**config.mk**
```make
export PLATFORM = sky130hd
export DESIGN_NAME = tcb_timer
export DESIGN_NICKNAME = d
export VERILOG_FILES = /design/src/hdl/tcb_pkg.sv /design/src/hdl/tcb_timer.sv
export VERILOG_INCLUDE_DIRS = /design/src /design/src/hdl
export SDC_FILE = /design/constraint.sdc
export NUM_CORES = 1
export LEC_CHECK = 0
export ABC_AREA = 1
export BUFFER_PORTS_ARGS = -buffer_cell sky130_fd_sc_hd__clkbuf_2
export CAP_MARGIN = 10
export CORE_MARGIN = 1.5
export CORE_UTILIZATION = 46
export CTS_BUF_LIST = sky130_fd_sc_hd__clkbuf_4
export CTS_CLUSTER_DIAMETER = 80
export DETAILED_ROUTE_END_ITERATION = 6
export PLACE_DENSITY = 0.61
export SLEW_MARGIN = 20
export SYNTH_ARGS = -nofsm -noshare
export SYNTH_HDL_FRONTEND = slang
export SYNTH_SLANG_ARGS = --single-unit
```
**constraint.sdc**
```tcl
create_clock -name clk_sys -period 5.4 [get_ports clk_sys]
set_input_delay 0.81 -clock clk_sys [delete_from_list [all_inputs] [get_ports clk_sys]]
set_output_delay 0.81 -clock clk_sys [all_outputs]
set_load 0.05 [all_outputs]
```
**src/hdl/tcb_cfg.svh**
```systemverilog
// register offsets, field positions, reset values and counts of the timer
`ifndef TCB_CFG_SVH
`define TCB_CFG_SVH

// documented register offsets (byte addresses)
`define TCB_OFF_CTRL1     8'h00
`define TCB_OFF_COUNT     8'h24
`define TCB_OFF_PRESCALE  8'h28
`define TCB_OFF_RELOAD    8'h2c
`define TCB_OFF_CHAN1     8'h34
`define TCB_OFF_CHAN2     8'h38
`define TCB_OFF_CHAN3     8'h3c
`define TCB_OFF_CHAN4     8'h40
`define TCB_OFF_BURSTCTL  8'h48
`define TCB_OFF_BURSTPORT 8'h4c

// extra registers for channel setup and capture queue
`define TCB_OFF_CHANCFG   8'h50
`define TCB_OFF_CAPDATA   8'h54
`define TCB_OFF_CAPSTAT   8'h58

// reset values
`define TCB_RST_COUNT     16'h0000
`define TCB_RST_PRESCALE  16'h0000
`define TCB_RST_RELOAD    16'hffff
`define TCB_RST_CHAN      16'h0000
`define TCB_RST_BURSTCTL  16'h0000
`define TCB_RST_CHANCFG   16'h0000

// burst control fields
`define TCB_BASE_LSB      0
`define TCB_LEN_LSB       8
`define TCB_BURST_MASK    16'h1f1f

// channel setup fields: output mode [3:0], preload [7:4], run [8]
`define TCB_CFG_MODE_LSB  0
`define TCB_CFG_PREL_LSB  4
`define TCB_CFG_RUN_BIT   8
`define TCB_CFG_MASK      16'h01ff

// capture queue shape
`define TCB_CAP_WIDTH     18
`define TCB_CAP_DEPTH     32

// ahb encodings
`define TCB_SIZE_BYTE     3'h0
`define TCB_SIZE_HALF     3'h1

`endif

```
**src/hdl/tcb_pkg.sv**
```systemverilog
// types shared by the timer core
package tcb_pkg;
    // bus data phase tracking
    typedef enum {TCB_IDLE, TCB_DATA} tcb_bus_t;
    typedef logic [15:0] tcb_half_t;
endpackage

```
**src/hdl/tcb_timer.sv**
```systemverilog
// timer counting core with compare channels, burst port and capture queue
//
// Implementation choice: the AHB-Lite register port.
`timescale 1ns/1ps
`include "tcb_cfg.svh"

//************************************************************
// capture queue
//************************************************************
module tcb_fifo #(
    parameter int WIDTH = `TCB_CAP_WIDTH,
    parameter int DEPTH = `TCB_CAP_DEPTH
) (
    input  wire logic             clk_sys,
    input  wire logic             rst,
    input  wire logic             inValid,
    output      logic             inReady,
    input  wire logic [WIDTH-1:0] inData,
    output      logic             outValid,
    input  wire logic             outReady,
    output      logic [WIDTH-1:0] outData,
    output      logic [$clog2(DEPTH):0] level
);
    localparam int PW = $clog2(DEPTH);

    logic [WIDTH-1:0] mem [DEPTH];
    logic [PW-1:0]    wrPtr_ff;
    logic [PW-1:0]    rdPtr_ff;
    logic [PW:0]      count_ff;
    wire              doPush;
    wire              doPop;

    // full and empty straight from the occupancy count
    assign inReady  = (count_ff != (PW+1)'(DEPTH));
    assign outValid = (count_ff != '0);
    assign outData  = mem[rdPtr_ff];
    assign level    = count_ff;
    assign doPush   = inValid && inReady;
    assign doPop    = outValid && outReady;

    // storage has no reset; only pointers matter
    always_ff @(posedge clk_sys) begin
        if (doPush) begin
            mem[wrPtr_ff] <= inData;
        end
    end

    // pointer and occupancy update
    always_ff @(posedge clk_sys) begin
        if (rst) begin
            wrPtr_ff <= '0;
            rdPtr_ff <= '0;
            count_ff <= '0;
        end else begin
            wrPtr_ff <= doPush ? wrPtr_ff + 1'b1 : wrPtr_ff;
            rdPtr_ff <= doPop ? rdPtr_ff + 1'b1 : rdPtr_ff;
            count_ff <= count_ff + (PW+1)'(doPush) - (PW+1)'(doPop);
        end
    end
endmodule

//************************************************************
// timer core
//************************************************************
// What this block does
// - counter steps once per prescale_value plus one input clocks.
// - reload_limit resets to ffff; zero limit keeps the counter stopped.
// - input channel value holds counter latched at latest capture edge.
// - output channel compares its value with counter to drive compare out.
// - preload off: written channel value reaches compare at once.
// - preload on: written value waits in a stage until update event.
// - channels two to four behave like channel one at own offsets.
// - five-bit base offset picks first burst register from control one.
// - burst length field plus one gives transfers, one to thirty-two.
// - burst port access redirects to control one plus base plus index.
// - byte and halfword bursts touch the same number of registers.
// - burst port at 4c; target address is (base plus index) times four.
module tcb_timer (
    input  wire logic        clk_sys,
    input  wire logic        rst,
    input  wire logic        hsel,
    input  wire logic [31:0] haddr,
    input  wire logic [1:0]  htrans,
    input  wire logic        hwrite,
    input  wire logic [2:0]  hsize,
    input  wire logic [31:0] hwdata,
    input  wire logic        hready,
    output      logic        hreadyout,
    output      logic        hresp,
    output      logic [31:0] hrdata,
    input  wire logic [3:0]  chanCaptureIn,
    output      logic [3:0]  chanCompareOut,
    output      logic        updateEvent
);
    //********************************************************
    // state
    //********************************************************
    tcb_pkg::tcb_bus_t  busState_ff;
    logic [7:0]         effAddr_ff;
    logic [1:0]         lane_ff;
    logic               isWrite_ff;
    logic               isByte_ff;
    logic               isHalf_ff;
    logic               isBurst_ff;
    logic               hreadyout_ff;
    logic [31:0]        hrdata_ff;
    tcb_pkg::tcb_half_t count_ff;
    tcb_pkg::tcb_half_t prescale_ff;
    tcb_pkg::tcb_half_t pscCount_ff;
    tcb_pkg::tcb_half_t reload_ff;
    tcb_pkg::tcb_half_t burstCtl_ff;
    tcb_pkg::tcb_half_t chanCfg_ff;
    tcb_pkg::tcb_half_t chanVal_ff [4];
    tcb_pkg::tcb_half_t chanAct_ff [4];
    logic [4:0]         burstIdx_ff;
    logic [3:0]         capSyncA_ff;
    logic [3:0]         capSyncB_ff;
    logic [3:0]         capPrev_ff;
    logic [3:0]         capPend_ff;
    logic [3:0]         cmpOut_ff;
    logic               updateEvent_ff;

    //********************************************************
    // helpers
    //********************************************************
    // merge a bus write into a 16-bit register
    function automatic tcb_pkg::tcb_half_t mergeWrite(
        input tcb_pkg::tcb_half_t oldVal,
        input logic [31:0]        data,
        input logic               isByte,
        input logic               isHalf,
        input logic               isBurst,
        input logic [1:0]         lane
    );
        tcb_pkg::tcb_half_t res;
        res = oldVal;
        if (isByte && isBurst) begin
            // a byte burst fills the low byte of each target register
            res[7:0] = data[{lane, 3'b000} +: 8];
        end else if (isByte) begin
            if (lane == 2'd0) res[7:0] = data[7:0];
            if (lane == 2'd1) res[15:8] = data[15:8];
        end else if (isHalf && lane[1]) begin
            res = oldVal;
        end else begin
            res = data[15:0];
        end
        return res;
    endfunction

    //********************************************************
    // bus address phase and burst redirect
    //********************************************************
    wire        take      = hsel && htrans[1] && hready;
    wire        hitBurst  = (haddr[7:0] == `TCB_OFF_BURSTPORT);
    wire [4:0]  burstBase = burstCtl_ff[`TCB_BASE_LSB +: 5];
    wire [4:0]  burstLen  = burstCtl_ff[`TCB_LEN_LSB +: 5];
    // target byte address (base plus index) times four
    wire [7:0]  burstAddr = {1'b0, ({2'b00, burstBase} +
                                     {2'b00, burstIdx_ff})} << 2;
    wire [7:0]  effAddr   = hitBurst ? `TCB_OFF_CTRL1 + burstAddr
                                     : haddr[7:0];
    wire        burstLast = (burstIdx_ff == burstLen);
    wire        dataPhase = (busState_ff == tcb_pkg::TCB_DATA);
    wire        wrPhase   = dataPhase && isWrite_ff;
    wire        rdPhase   = dataPhase && !isWrite_ff;

    // phase machine: every transfer gets one wait state
    always_ff @(posedge clk_sys) begin
        if (rst) begin
            busState_ff  <= tcb_pkg::TCB_IDLE;
            hreadyout_ff <= 1'b1;
        end else begin
            case (busState_ff)
                tcb_pkg::TCB_IDLE: begin
                    if (take) begin
                        busState_ff  <= tcb_pkg::TCB_DATA;
                        hreadyout_ff <= 1'b0;
                    end
                end
                tcb_pkg::TCB_DATA: begin
                    busState_ff  <= tcb_pkg::TCB_IDLE;
                    hreadyout_ff <= 1'b1;
                end
                default: begin
                    busState_ff  <= tcb_pkg::TCB_IDLE;
                    hreadyout_ff <= 1'b1;
                end
            endcase
        end
    end

    // latch the decoded address phase
    always_ff @(posedge clk_sys) begin
        if (rst) begin
            effAddr_ff <= 8'h00;
            lane_ff    <= 2'h0;
            isWrite_ff <= 1'b0;
            isByte_ff  <= 1'b0;
            isHalf_ff  <= 1'b0;
            isBurst_ff <= 1'b0;
        end else if (take) begin
            effAddr_ff <= effAddr;
            lane_ff    <= haddr[1:0];
            isWrite_ff <= hwrite;
            isByte_ff  <= (hsize == `TCB_SIZE_BYTE);
            isHalf_ff  <= (hsize == `TCB_SIZE_HALF);
            isBurst_ff <= hitBurst;
        end
    end

    // running index steps once per port access and wraps
    // wrap after length plus one transfers
    // the index steps the same way for byte and halfword
    always_ff @(posedge clk_sys) begin
        if (rst) begin
            burstIdx_ff <= 5'h00;
        end else if (wrPhase && effAddr_ff == `TCB_OFF_BURSTCTL) begin
            burstIdx_ff <= 5'h00;
        end else if (take && hitBurst) begin
            burstIdx_ff <= burstLast ? 5'h00 : burstIdx_ff + 5'h01;
        end
    end

    //********************************************************
    // write decode
    //********************************************************
    wire wrCount    = wrPhase && effAddr_ff == `TCB_OFF_COUNT;
    wire wrPrescale = wrPhase && effAddr_ff == `TCB_OFF_PRESCALE;
    wire wrReload   = wrPhase && effAddr_ff == `TCB_OFF_RELOAD;
    wire wrBurstCtl = wrPhase && effAddr_ff == `TCB_OFF_BURSTCTL;
    wire wrChanCfg  = wrPhase && effAddr_ff == `TCB_OFF_CHANCFG;
    wire [3:0] outMode  = chanCfg_ff[`TCB_CFG_MODE_LSB +: 4];
    wire [3:0] preload  = chanCfg_ff[`TCB_CFG_PREL_LSB +: 4];
    wire       runOn    = chanCfg_ff[`TCB_CFG_RUN_BIT];
    // each channel sits on its own word offset
    wire [3:0] wrChan;
    assign wrChan[0] = wrPhase && effAddr_ff == `TCB_OFF_CHAN1;
    assign wrChan[1] = wrPhase && effAddr_ff == `TCB_OFF_CHAN2;
    assign wrChan[2] = wrPhase && effAddr_ff == `TCB_OFF_CHAN3;
    assign wrChan[3] = wrPhase && effAddr_ff == `TCB_OFF_CHAN4;

    // configuration registers
    always_ff @(posedge clk_sys) begin
        if (rst) begin
            prescale_ff <= `TCB_RST_PRESCALE;
            // limit comes up at all ones
            reload_ff   <= `TCB_RST_RELOAD;
            burstCtl_ff <= `TCB_RST_BURSTCTL;
            chanCfg_ff  <= `TCB_RST_CHANCFG;
        end else begin
            if (wrPrescale) prescale_ff <= mergeWrite(prescale_ff, hwdata,
                isByte_ff, isHalf_ff, isBurst_ff, lane_ff);
            if (wrReload) reload_ff <= mergeWrite(reload_ff, hwdata,
                isByte_ff, isHalf_ff, isBurst_ff, lane_ff);
            if (wrBurstCtl) burstCtl_ff <= mergeWrite(burstCtl_ff, hwdata,
                isByte_ff, isHalf_ff, isBurst_ff, lane_ff)
                & `TCB_BURST_MASK;
            if (wrChanCfg) chanCfg_ff <= mergeWrite(chanCfg_ff, hwdata,
                isByte_ff, isHalf_ff, isBurst_ff, lane_ff)
                & `TCB_CFG_MASK;
        end
    end

    //********************************************************
    // prescaler and counter
    //********************************************************
    // zero limit halts both prescaler and counter
    wire running   = runOn && (reload_ff != 16'h0000);
    // one tick per prescale_value plus one input clocks
    wire tick      = running && (pscCount_ff >= prescale_ff);
    wire atLimit   = (count_ff == reload_ff);
    // update event at the wrapping tick
    wire updNow    = tick && atLimit;

    // prescale divider restarts after each tick
    always_ff @(posedge clk_sys) begin
        if (rst) begin
            pscCount_ff <= 16'h0000;
        end else if (!running || tick) begin
            pscCount_ff <= 16'h0000;
        end else begin
            pscCount_ff <= pscCount_ff + 16'h0001;
        end
    end

    // a software write to the counter beats a tick
    always_ff @(posedge clk_sys) begin
        if (rst) begin
            count_ff       <= `TCB_RST_COUNT;
            updateEvent_ff <= 1'b0;
        end else begin
            updateEvent_ff <= updNow;
            if (wrCount) begin
                count_ff <= mergeWrite(count_ff, hwdata,
                    isByte_ff, isHalf_ff, isBurst_ff, lane_ff);
            end else if (updNow) begin
                // wrap to zero past the limit
                count_ff <= 16'h0000;
            end else if (tick) begin
                count_ff <= count_ff + 16'h0001;
            end
        end
    end

    //********************************************************
    // capture inputs
    //********************************************************
    // first stage only feeds the second; edges seen past the second
    always_ff @(posedge clk_sys) begin
        if (rst) begin
            capSyncA_ff <= 4'h0;
            capSyncB_ff <= 4'h0;
            capPrev_ff  <= 4'h0;
        end else begin
            capSyncA_ff <= chanCaptureIn;
            capSyncB_ff <= capSyncA_ff;
            capPrev_ff  <= capSyncB_ff;
        end
    end

    wire [3:0] capEdge = capSyncB_ff & ~capPrev_ff & ~outMode;

    // queue push: lowest pending channel first, stalls while full
    logic [1:0]  pushChan;
    logic        pushValid;
    wire         pushReady;
    wire         popValid;
    wire [17:0]  popData;
    wire [5:0]   capLevel;
    wire         popNow = rdPhase && effAddr_ff == `TCB_OFF_CAPDATA;

    always_comb begin
        pushChan  = 2'd0;
        pushValid = 1'b0;
        for (int i = 3; i >= 0; i--) begin
            if (capPend_ff[i]) begin
                pushChan  = 2'(i);
                pushValid = 1'b1;
            end
        end
    end

    wire [3:0] pushed = (pushValid && pushReady) ? (4'h1 << pushChan)
                                                 : 4'h0;

    // a new edge wins over the push that clears it
    always_ff @(posedge clk_sys) begin
        if (rst) begin
            capPend_ff <= 4'h0;
        end else begin
            capPend_ff <= (capPend_ff & ~pushed) | capEdge;
        end
    end

    tcb_fifo #(
        .WIDTH (`TCB_CAP_WIDTH),
        .DEPTH (`TCB_CAP_DEPTH)
    ) u_capq (
        .clk_sys  (clk_sys),
        .rst      (rst),
        .inValid  (pushValid),
        .inReady  (pushReady),
        .inData   ({pushChan, chanVal_ff[pushChan]}),
        .outValid (popValid),
        .outReady (popNow),
        .outData  (popData),
        .level    (capLevel)
    );

    //********************************************************
    // channel value, compare stage and outputs
    //********************************************************
    always_ff @(posedge clk_sys) begin
        if (rst) begin
            for (int i = 0; i < 4; i++) begin
                chanVal_ff[i] <= `TCB_RST_CHAN;
                chanAct_ff[i] <= `TCB_RST_CHAN;
            end
        end else begin
            for (int i = 0; i < 4; i++) begin
                if (capEdge[i]) begin
                    chanVal_ff[i] <= count_ff;
                end else if (wrChan[i]) begin
                    chanVal_ff[i] <= mergeWrite(chanVal_ff[i], hwdata,
                        isByte_ff, isHalf_ff, isBurst_ff, lane_ff);
                end
                // no preload, a write reaches compare at once
                if (wrChan[i] && !preload[i]) begin
                    chanAct_ff[i] <= mergeWrite(chanVal_ff[i], hwdata,
                        isByte_ff, isHalf_ff, isBurst_ff, lane_ff);
                // preloaded value moves over on update event
                end else if (updNow && preload[i]) begin
                    chanAct_ff[i] <= chanVal_ff[i];
                end
            end
        end
    end

    // output high while counter below active compare value
    always_ff @(posedge clk_sys) begin
        if (rst) begin
            cmpOut_ff <= 4'h0;
        end else begin
            for (int i = 0; i < 4; i++) begin
                cmpOut_ff[i] <= outMode[i] && (count_ff < chanAct_ff[i]);
            end
        end
    end

    //********************************************************
    // read mux
    //********************************************************
    logic [15:0] rdHalf;
    logic [31:0] rdWord;
    always_comb begin
        rdHalf = 16'h0000;
        rdWord = 32'h0000_0000;
        case (effAddr_ff)
            `TCB_OFF_COUNT:    rdHalf = count_ff;
            `TCB_OFF_PRESCALE: rdHalf = prescale_ff;
            `TCB_OFF_RELOAD:   rdHalf = reload_ff;
            `TCB_OFF_CHAN1:    rdHalf = chanVal_ff[0];
            `TCB_OFF_CHAN2:    rdHalf = chanVal_ff[1];
            `TCB_OFF_CHAN3:    rdHalf = chanVal_ff[2];
            `TCB_OFF_CHAN4:    rdHalf = chanVal_ff[3];
            `TCB_OFF_BURSTCTL: rdHalf = burstCtl_ff;
            `TCB_OFF_CHANCFG:  rdHalf = chanCfg_ff;
            default:           rdHalf = 16'h0000;
        endcase
        rdWord = {16'h0000, rdHalf};
        if (effAddr_ff == `TCB_OFF_CAPDATA) begin
            rdWord = popValid ? {14'h0000, popData} : 32'h0000_0000;
        end else if (effAddr_ff == `TCB_OFF_CAPSTAT) begin
            rdWord = {11'h000, burstIdx_ff, 8'h00, capLevel,
                      !pushReady, !popValid};
        end else if (isByte_ff && isBurst_ff) begin
            // byte burst: low byte repeated on all four lanes
            rdWord = {4{rdHalf[7:0]}};
        end
    end

    // read data registered in the single wait cycle
    always_ff @(posedge clk_sys) begin
        if (rst) begin
            hrdata_ff <= 32'h0000_0000;
        end else if (rdPhase) begin
            hrdata_ff <= rdWord;
        end
    end

    assign hreadyout      = hreadyout_ff;
    assign hresp          = 1'b0;
    assign hrdata         = hrdata_ff;
    assign chanCompareOut = cmpOut_ff;
    assign updateEvent    = updateEvent_ff;
endmodule

```
* After elaboration in Yosys (flattened, before gate mapping)
Memory sizes are Yosys's and may differ from the RTL's. A register that Yosys moved wholly into a read port is not among the register bits.
Cells that the tools add are included.
W data, S select, Z words.
** Cells by class
- Order comparisons :: 5
- $mul :: 0
- $add $sub $neg :: 8
- Reductions and logical operators :: 62
- Eq/ne operators :: 26
- Multiplexer cells :: 176
- Bitwise logic cells :: 25
- Div/mod/pow operators :: 0
- Shift-type cells :: 2
** Operators with widths (count)
- $mux W8 :: 63
- $mux W16 :: 29
- $pmux W16 S9 :: 1
- $mux W32 :: 3
- $mux W1 :: 65
- $lt A16 B16 Y1 :: 4
- $eq A8 B6 Y1 const B :: 6
- $eq A8 B7 Y1 const B :: 6
- $logic_and A1 B1 Y1 :: 34
- $add A16 B1 Y16 const B :: 2
- $logic_not A32 Y1 :: 1
- $shiftx A32 B6 Y8 :: 1
- $mux W13 :: 2
- $mux W5 :: 5
- $reduce_and A4 Y1 :: 5
- $mux W18 :: 1
- $mux W9 :: 2
- $eq A16 B16 Y1 :: 1
- $ge A16 B16 Y1 :: 1
- $or A1 B1 Y1 :: 16
- $reduce_bool A16 Y1 :: 1
- $add A5 B1 Y5 const B :: 3
- $reduce_and A3 Y1 :: 5
- $and A4 B4 Y4 :: 3
- other kinds (27) :: 44
** Word-level totals
- Memories kept :: 3
- Latch bits :: 0
- RAM bits :: 704
- Word-level logic and storage cells :: 337
- Input bits :: 78
- Memory bits (read-only) :: 0
- Register bits :: 173
** Memory list
- u_capq.mem :: depth 32, bits a word 18, rd ports 1, clocked after Yosys merged registers in 1, write ports 1, line tcb_timer.sv:26 : logic [WIDTH-1:0] mem [DEPTH];
- chanAct_ff :: depth 4, bits a word 16, rd ports 4, clocked after Yosys merged registers in 0, write ports 4, line tcb_timer.sv:114 : tcb_pkg::tcb_half_t chanAct_ff [4];
- chanVal_ff :: depth 4, bits a word 16, rd ports 5, clocked after Yosys merged registers in 0, write ports 4, line tcb_timer.sv:113 : tcb_pkg::tcb_half_t chanVal_ff [4];

* Logic depth before layout (Yosys ltp)
Gate-level depths: netlist of the first run.
- Depth after elaboration :: 10
- Gate-level depth with buffers :: 20
- Mapped depth without buffers :: 19

* Cells and area by module
Synthesis of the first run repeated with hierarchy kept, for this count alone.
** Unflattened totals
- Cells, all modules :: 4486
- Area, all modules :: 41705.0 um^2
** Modules (own cells, without submodules)
- tcb_fifo :: times used 1, area each 24420.9 um^2, cells each 2108, sequential area each 17717.0 um^2
- tcb_timer :: times used 1, area each 17284.1 um^2, cells each 2378, sequential area each 6926.6 um^2

* Worst setup path before layout of the first run
No wires, ideal clock.
- Kind :: flip-flop to flip-flop
- Start point :: reg capPend_ff[1]
- End point :: mem u_capq.mem[0][10] (netlist name), data pin
- Data arrival time :: 3.243 ns
- Stages on the path, launching flop included :: 8
- Library setup time :: 0.390 ns
- Setup slack :: 1.767 ns
- Clock period less this slack :: 3.633 ns
- Path through :: dfxtp_1 > inv_1 > a21oi_1 > inv_1 > nor2_1 > inv_1 > clkbuf_1 > o221ai_1
** On the way
- Longest elaborated chain between the ends :: 3
** Ends and longest elaborated chain
- from (decl) :: line tcb_timer.sv:119 : logic [3:0] capPend_ff;
- from (signal assigned) :: line tcb_timer.sv:352 : capPend_ff <= (capPend_ff & ~pushed) | capEdge;
- $mux W2 (2 in a row) :: line tcb_timer.sv:337 : if (capPend_ff[i]) begin
- named net pushChan[0] :: line tcb_timer.sv:325 : logic [1:0] pushChan;
- $mem_v2 Z4 W16
- named net u_capq.inData[10] :: line tcb_timer.sv:18 : input wire logic [WIDTH-1:0] inData,
- to (decl) :: line tcb_timer.sv:26
The timed path passes the listed nets, and every way through them passes these cells.

==> results of run 1 <==
area by class of cell:
type / count / area, sq um
inverter: 393 / 1490
fill: 8121 / 42300
multi-input combinational: 2836 / 14400
sequential: 879 / 24700
clock buffer: 343 / 2570
antenna: 3 / 7.51
clock inverter: 46 / 272
timing repair buffer: 206 / 1460
tap: 1165 / 1460
cells in the mapped netlist, types with 11 or more instances:
cell type  number
dfxtp_1       175
o21ai_0       467
o22ai_1        20
nand2_1       567
a21oi_1       230
nor2_1        729
buf_4          12
clkbuf_1       89
ha_1           98
edfxtp_1      704
nand4_1        17
o211ai_1       87
inv_1         365
buf_2          82
inv_2          24
xor2_1         17
nand3_1       384
o221ai_1       11
a211oi_1       20
o21ai_1        58
buf_1          25
xnor2_1        18
nor3_1         24
sequential cells by signal, indices dropped and copies added (netlist names), 2 cells and up, named ones only:
| name | count |
|---|---|
| burstCtl_ff | 10 |
| burstIdx_ff | 5 |
| capPend_ff | 4 |
| capPrev_ff | 4 |
| capSyncA_ff | 4 |
| capSyncB_ff | 4 |
| chanAct_ff | 64 |
| chanCfg_ff | 9 |
| chanCompareOut | 4 |
| chanVal_ff | 64 |
| count_ff | 16 |
| effAddr_ff | 8 |
| hrdata | 29 |
| lane_ff | 2 |
| prescale_ff | 16 |
| pscCount_ff | 16 |
| reload_ff | 16 |
| u_capq.level | 6 |
| u_capq.mem | 576 |
| u_capq.rdPtr_ff | 5 |
| u_capq.wrPtr_ff | 5 |
logic make-up after synthesis:
kind of cell / Yosys count / synth area share [%]
and+or+nand+nor: 1773 / 18.2
buffers and inverters: 601 / 5.84
adders and majority gates: 100 / 3.08
xor gates and xnor gates: 35 / 0.745
AOI/OAI and AO/OA: 927 / 12.3
other: 1 / 0.00911
DFF: 879 / 59.9
through the flow:
stage | instance area, sq um | hold slack [ns] | cells
after floorplan | 41200 | 0.388 | 4316
after global placement | 43100 | 0.393 | 5458
after detailed placement | 43200 | 0.394 | 5458
after CTS | 46200 | 0.0340 | 5867
after global routing | 46300 | 0.0763 | 5870
final | 46300 | 0.147 | 5871
per-layer routing:
metal  share of wire (%)  vias to the layer above  global-route usage, %  wire length [um]
met1                  41                    15700                   39.9             55300
met3                 9.9                      334                   6.28             13200
met4                 4.8                        0                   14.9              6350
met2                  44                     1824                   43.4             58400
met5                   0                        -                      0                 0
li1                    -                    15500                      -                 -
critical path, delay by kind of cell (launching register included):
| family | cells | cell delay (ns) |
|---|---|---|
| flops | 1 | 0.34 |
| buf+inv | 3 | 0.53 |
| simple gates | 7 | 2.52 |
worst max-delay path by stage:
stage / depth (start not counted) / slack (ns) / to
3_5_place_dp: 10 / 1.75 / chanVal_ff[0][8]$_SDFFCE_PN0P_
3_3_place_gp: 10 / 1.80 / chanVal_ff[0][14]$_SDFFCE_PN0P_
2_1_floorplan: 7 / 1.77 / u_capq.mem[0][10]$_DFFE_PP_
6_report: 10 / 1.64 / chanVal_ff[0][14]$_SDFFCE_PN0P_
4_1_cts: 10 / 1.74 / chanVal_ff[0][6]$_SDFFCE_PN0P_
5_1_grt: 10 / 1.45 / chanVal_ff[0][6]$_SDFFCE_PN0P_
power by group through the flow:
stage               Combinational [mW]  Clock (mW)  Sequential (mW)
detailed placement               0.971           0             7.78
floorplan                        0.513           0             7.77
CTS                              0.986        5.83             7.63
global route                      1.10        6.16             7.64
global placement                 0.953           0             7.78
finish                            1.02        5.73             7.64
==> impl_results.md, run 1 <==
- Most frequent cells in the layout: 704 x edfxtp_1, 700 x nor2_1, 567 x nand2_1
- Fin Setup TNS: 0 ns
- Starting DRC count in detailed routing: 3881
- Tcrit/Tclk final: 69.5%
- Clk root buf: clkbuf_4
- Core ar.: 88500 sq um
- Rows: 109
- Clock buffer depth: 3
- Worst R2R End: chanVal_ff[0][14]$_SDFFCE_PN0P_
- Critical path required time: 6.13 ns
- Remaining DRCs: 0
- Die width: 302 um
- Syn Inst Count: 4316
- Layout cells sized above 1: 13.9%
- Ys flop type: edfxtp_1
- Hold Path End: capPend_ff[2]$_SDFF_PP0_
- Startpoint types: register
- Gr ovfl total: 0
- Final HPWL DP: 86000 um
- Peak supply drop: 0.233 mV
- FF-to-FF path depth: 10
- Ys Warns: 0
- Io pins: 117
- Number of vias in the routed layout: 33400
- Final hold violations: 0
- Least-Margin Pin Slew: 1.23 ns
- Nets@finish: 4720
- Final setup fails: 0
- Logic pwr share: 7.1%
- Slowest stage delay, CP: 0.65 ns
- Post-Syn Area: 41200 sq um
- Min-delay worst type: in -> reg
- R2R Setup Slk: 1.64 ns
- Status: completed
- CTS clock-pin slew for the worst setup and hold paths: 0.07 ns
- Syn_nets: 4494
- Final WL: 133000 um
- Number of port buffers: 90
- H-tree depth: 4
- Crit-path most repeated cell: nand2_1
- Worst rel slew slack: 18.1%
- Final cell utilization of the core: 52.3%
- Fin crit period: 3.76 ns
- # resized after CTS: 0
- Worst-path fanout max: 30
- Initial antenna violation count: 5
- RSZ-0062 raised after global routing: false
- Worst-Skew Late Latency: 1.16 ns
- Routed len/inst: 22.7 um
- GRT Util Overall: 29.1%
- CTS tree: done
- Vias in the first global route: 30900
- Post-synth EDFFs: 704
- Drt pass-1 iters: 6
- CTS Hold Bufs: 20
- R2R Path Start: effAddr_ff[3]$_SDFFE_PP0P_
- Largest net degree at the start of global routing: 168
- Commonest non-fill, non-tap cell in the layout: edfxtp_1
- Endpoint type of the worst setup path: register
- Synthesized flop and latch total: 879
- Pwr Total: 14.4 mW
- Netlist cell types: 48
- Fmax: 0.266 GHz
- Clock power frac: 39.8%
- First-pass GRT wire length: 195000 um
- Asr flop ratio synth: 0%
- Pint: 10.7 mW
- Post-route ant nets: 0
- Syn avg cell area: 9.54 sq um
- Power Density: 311 nW/um^2
- Place WS: 1.75 ns
- Clk_skew: 0.0963 ns
- Max-Cap Viols: 0
- WS Path Type: reg -> reg
- Switching share of total power: 25.3%
- Via density: 5.69
- Cells along the critical path: inv_1, nand2_1, nor2_2, nand2_1, nor2_1, nand3_1, buf_4, nand2_1, inv_1, nand2_1
- Post-synth top area cell: edfxtp_1
- Cell leakage power: 17.6 nW
- Initial Util: 46.5%
- TritonCTS buffer count: 226
- Sequential fraction of the synthesis area: 59.9%
- Die Area: 91300 sq um
- Area contributors post-synth: edfxtp_1 51%, dfxtp_1 8.5%, nor2_1 6.6%
- Crit path from: effAddr_ff[3]$_SDFFE_PP0P_
- Area grow syn2layout: 12.4%
- Data arrival, critical path: 4.49 ns
- Flop pwr share: 53.1%
- Post-CTS setup buffers: 0
- Slowest cell on the critical path: nand2_1
- RD Place Congestion: 1.00
- Max-slew violation count: 0
- Slack of the critical path: 1.64 ns
- Clock sinks: 879
- Sw Pwr: 3.64 mW
- Worst hold path startpoint: rst
- Share of the synthesized area in the top cell type: 51.4%
- Hold Crit Depth: 2
- Die Ht: 302 um
(Power assumes the default switching activity.)
==> inputs of run 2 (changes only) <==
--- a/config.mk
+++ b/config.mk
@@ -6,7 +6,7 @@
 export SDC_FILE = /design/constraint.sdc
 export NUM_CORES = 1
 export LEC_CHECK = 0
-export ABC_AREA = 1
+export ABC_AREA = 0
 export BUFFER_PORTS_ARGS = -buffer_cell sky130_fd_sc_hd__clkbuf_2
 export CAP_MARGIN = 10
 export CORE_MARGIN = 1.5
==> constraint.sdc (replaced) <==
create_clock -name clk_sys -period 3.9 [get_ports clk_sys]
set_input_delay 0.585 -clock clk_sys [delete_from_list [all_inputs] [get_ports clk_sys]]
set_output_delay 0.585 -clock clk_sys [all_outputs]
set_load 0.05 [all_outputs]
==> run 2 against run 1 <==
  * Register-to-register slack got worse by 1.1 ns
  * Combinational power increased by 6%
  * Hold slack got worse by 0.080 ns
  * Clock-buffer cell count fell by 34
  * Global-route usage decreased by 0.48 points
  * Cell count down 25%
  * Clock power grew 35%
  * Sequential share of layout area increased by 2.1 points
  * Critical endpoint is now chanAct_ff[2][14]$_SDFFCE_PN0P_
==> impl_results.md, run 2 <==
- Status: completed
- Number of port buffers: 90 (unchanged)
- Fmax: 0.302 GHz (+13%)
- Via density: 5.99 (+5.3%)
- Vias in the first global route: 26600 (-14%)
- Die Ht: 294 um (-2.6%)
- CTS clock-pin slew for the worst setup and hold paths: 0.06 ns (about the same)
- Share of the synthesized area in the top cell type: 54.2% (+2.8 points)
- Clock sinks: 879 (unchanged)
- Ys flop type: edfxtp_1
- Cell leakage power: 15.2 nW (-13%)
- RD Place Congestion: 1.07 (+6.6%)
- Startpoint types: register
- Syn Inst Count: 2760 (-36%)
- Count leader, synth: edfxtp_1
- Nets@finish: 3250 (-31%)
- Post-synth top area cell: edfxtp_1
- Min-delay worst type: in -> reg
- Fin crit period: 3.31 ns (-0.445 ns)
- Io pins: 117 (unchanged)
- Register area: 24700 sq um (about the same)
- Drt pass-1 iters: 7 (+1)
- H-tree depth: 4 (unchanged)
- Final cell utilization of the core: 53.1% (+0.88 points)
- Remaining DRCs: 0 (unchanged)
- Routed len/inst: 28.1 um (+24%)
- Gr ovfl total: 0 (unchanged)
- Die Area: 86500 sq um (-5.2%)
- Sequential fraction of the synthesis area: 63.2% (+3.3 points)
- Clock buffer depth: 3 (unchanged)
- Endpoint type of the worst setup path: register
- Ys Warns: 0 (unchanged)
- Place WS: 0.597 ns (-1.15 ns)
- Synthesized flop and latch total: 879 (unchanged)
- Starting DRC count in detailed routing: 2559 (-34%)
- Commonest non-fill, non-tap cell in the layout: edfxtp_1
- Reg with most FFs: u_capq.mem
- TritonCTS buffer count: 221 (-2.2%)
- Layout cells sized above 1: 25.1% (+11 points)
- Area grow syn2layout: 14.2%
- Final hold violations: 0 (unchanged)
- Max-slew violation count: 0 (unchanged)
- Post-synth EDFFs: 704 (unchanged)
- Worst-Skew Late Latency: 1.13 ns (-0.03 ns)
- Area contributors post-synth: edfxtp_1 54%, mux4_2 10%, dfxtp_1 9.0%
- Rows: 106 (-2.8%)
- Core ar.: 83800 sq um (-5.3%)
- GRT Util Overall: 28.6% (-0.48 points)
- Clk root buf: clkbuf_4
- WS Path Type: reg -> reg
- Largest register FFs: 576 (unchanged)
- Most frequent cells in the layout: 704 x edfxtp_1, 309 x clkbuf_4, 190 x nand2_1
- Peak supply drop: 0.317 mV (+36%)
- FILL cells: 7091 (-13%)
- Initial Util: 46.5% (about the same)
- Final WL: 123000 um (-7.9%)
- Multi-input gate area: 13300 sq um (-7.4%)
- Clk_skew: 0.0543 ns (-0.0420 ns)
- R2R Setup Slk: 0.59 ns (-1.06 ns)
- Syn_nets: 2938 (-35%)
- RSZ-0062 raised after global routing: false
- Worst-path fanout max: 11 (-63%)
- Post-synth top cells: 704 x edfxtp_1, 190 x nand2_1, 176 x nor2_1, 175 x dfxtp_1, 175 x mux4_2
- Number of vias in the routed layout: 26200 (-22%)
- Largest net degree at the start of global routing: 138 (-18%)
- Least-Margin Pin Slew: 0.993 ns (-0.236 ns)
- Fin Setup TNS: 0 ns (unchanged)
- Post-Syn Area: 39000 sq um (-5.3%)
- Largest registers: u_capq.mem x576, chanAct_ff x64, chanVal_ff x64
- Slack of the critical path: 0.589 ns (-1.06 ns)
- Final setup fails: 0 (unchanged)
- Worst rel slew slack: 33.6% (+16 points)
- First-pass GRT wire length: 177000 um (-9.5%)
- Tcrit/Tclk final: 84.9% (+15 points)
- Syn avg cell area: 14.1 sq um (+48%)
- Post-route ant nets: 0 (unchanged)
- Power Density: 434 nW/um^2 (+40%)
- Data arrival, critical path: 4.11 ns (-0.38 ns)
- Die width: 294 um (-2.6%)
- Final HPWL DP: 82800 um (-3.7%)
- Critical path required time: 4.70 ns (-1.43 ns)
- Initial antenna violation count: 6 (+1)
- Max-Cap Viols: 0 (unchanged)
- Asr flop ratio synth: 0% (unchanged)
- Fin Hold WS: 0.0666 ns (-0.0804 ns)
- CTS tree: done
- Netlist cell types: 81 (+69%)
[run 2: cell count changes after synthesis, moves of 37 or more]
cell      delta
o21ai_0    -358
nand3_1    -330
nor2_1     -553
mux2i_1     +37
o211ai_1    -73
a21oi_1     -65
and2_1      +38
o21ai_1     -56
a22oi_1     +45
a22o_1      +80
nand2_1    -377
inv_1      -245
mux4_2     +175
[run 2: cell type report]
class | count | share of cell area [%]
diodes | 6 | 0.0337
repair buffers | 267 | 4.35
clock buffers | 309 | 5.21
well taps | 1134 | 3.19
clock inverters | 77 | 1.01
inverters | 121 | 1.02
flip-flops and latches | 879 | 55.4
multi-input cells | 1582 | 29.8
[run 2: power breakdown]
part           switching (mW)  leakage [nW]  internal [mW]
Clock                    3.88          1.62           3.83
Combinational           0.742          5.62          0.339
Sequential              0.148          8.00           10.4
[run 2: cell families (layout without fill, tap and decap cells)]
family / count (synthesis) / after routing / share of synthesized area [%]
adders and majority gates: 100 / 100 / 3.25
xor gates and xnor gates: 55 / 55 / 1.23
buffers and inverters: 299 / 774 / 3.24
AOI/OAI and AO/OA: 598 / 598 / 10.5
muxes: 213 / 213 / 11.1
and+or+nand+nor: 615 / 615 / 7.51
DFF: 879 / 879 / 63.2
other: 1 / 7 / 0.00961
[run 2: what timing repair did]
| action | CTS | global route |
|---|---|---|
| hold endpoints to repair | 61 | 0 |
| gates resized for setup | 0 | 0 |
| hold buffers | 42 | 0 |
| setup buffers | 0 | 0 |
[run 2: metrics by stage]
stage          total power, mW  cell area [sq um]  instances
2_1_floorplan             11.3              39000       2760
3_3_place_gp              11.7              41300       3941
3_5_place_dp              11.8              41300       3941
4_1_cts                   19.5              44500       4369
5_1_grt                   20.0              44500       4372
6_report                  19.3              44500       4375
[run 2: metal layers]
layer | part of all wire (%) | vias to the layer above | wire (um) | track usage (%)
met5 | 0.011 | - | 13 | 0
met4 | 6.1 | 2 | 7480 | 17.4
met3 | 6.6 | 328 | 8130 | 5.24
met2 | 48 | 1177 | 58900 | 46.4
met1 | 39 | 13200 | 48200 | 35.7
li1 | - | 11500 | - | -
[run 2: worst max-delay path: stages, from the launching register on]
cell and delay [ns]:
dfxtp_1 0.47, inv_1 0.08, ha_1 0.30, nand2_1 0.05
o21ai_0 0.19, a21oi_1 0.14, o41ai_4 0.52, nand4_1 0.18
buf_4 0.26, nor2_1 0.19, or3_1 0.40, buf_4 0.25
[run 2: final timing paths]
check	start	end	cells after the start
worst max-delay path	prescale_ff[2]$_SDFFE_PP0P_	chanAct_ff[2][14]$_SDFFCE_PN0P_	11
worst min-delay path	hwdata[0]	reload_ff[0]$_SDFFE_PP1P_	4
worst max register to register	prescale_ff[2]$_SDFFE_PP0P_	chanAct_ff[2][14]$_SDFFCE_PN0P_	11
worst min register to register	capSyncA_ff[2]$_SDFF_PP0_	capSyncB_ff[2]$_SDFF_PP0_	1
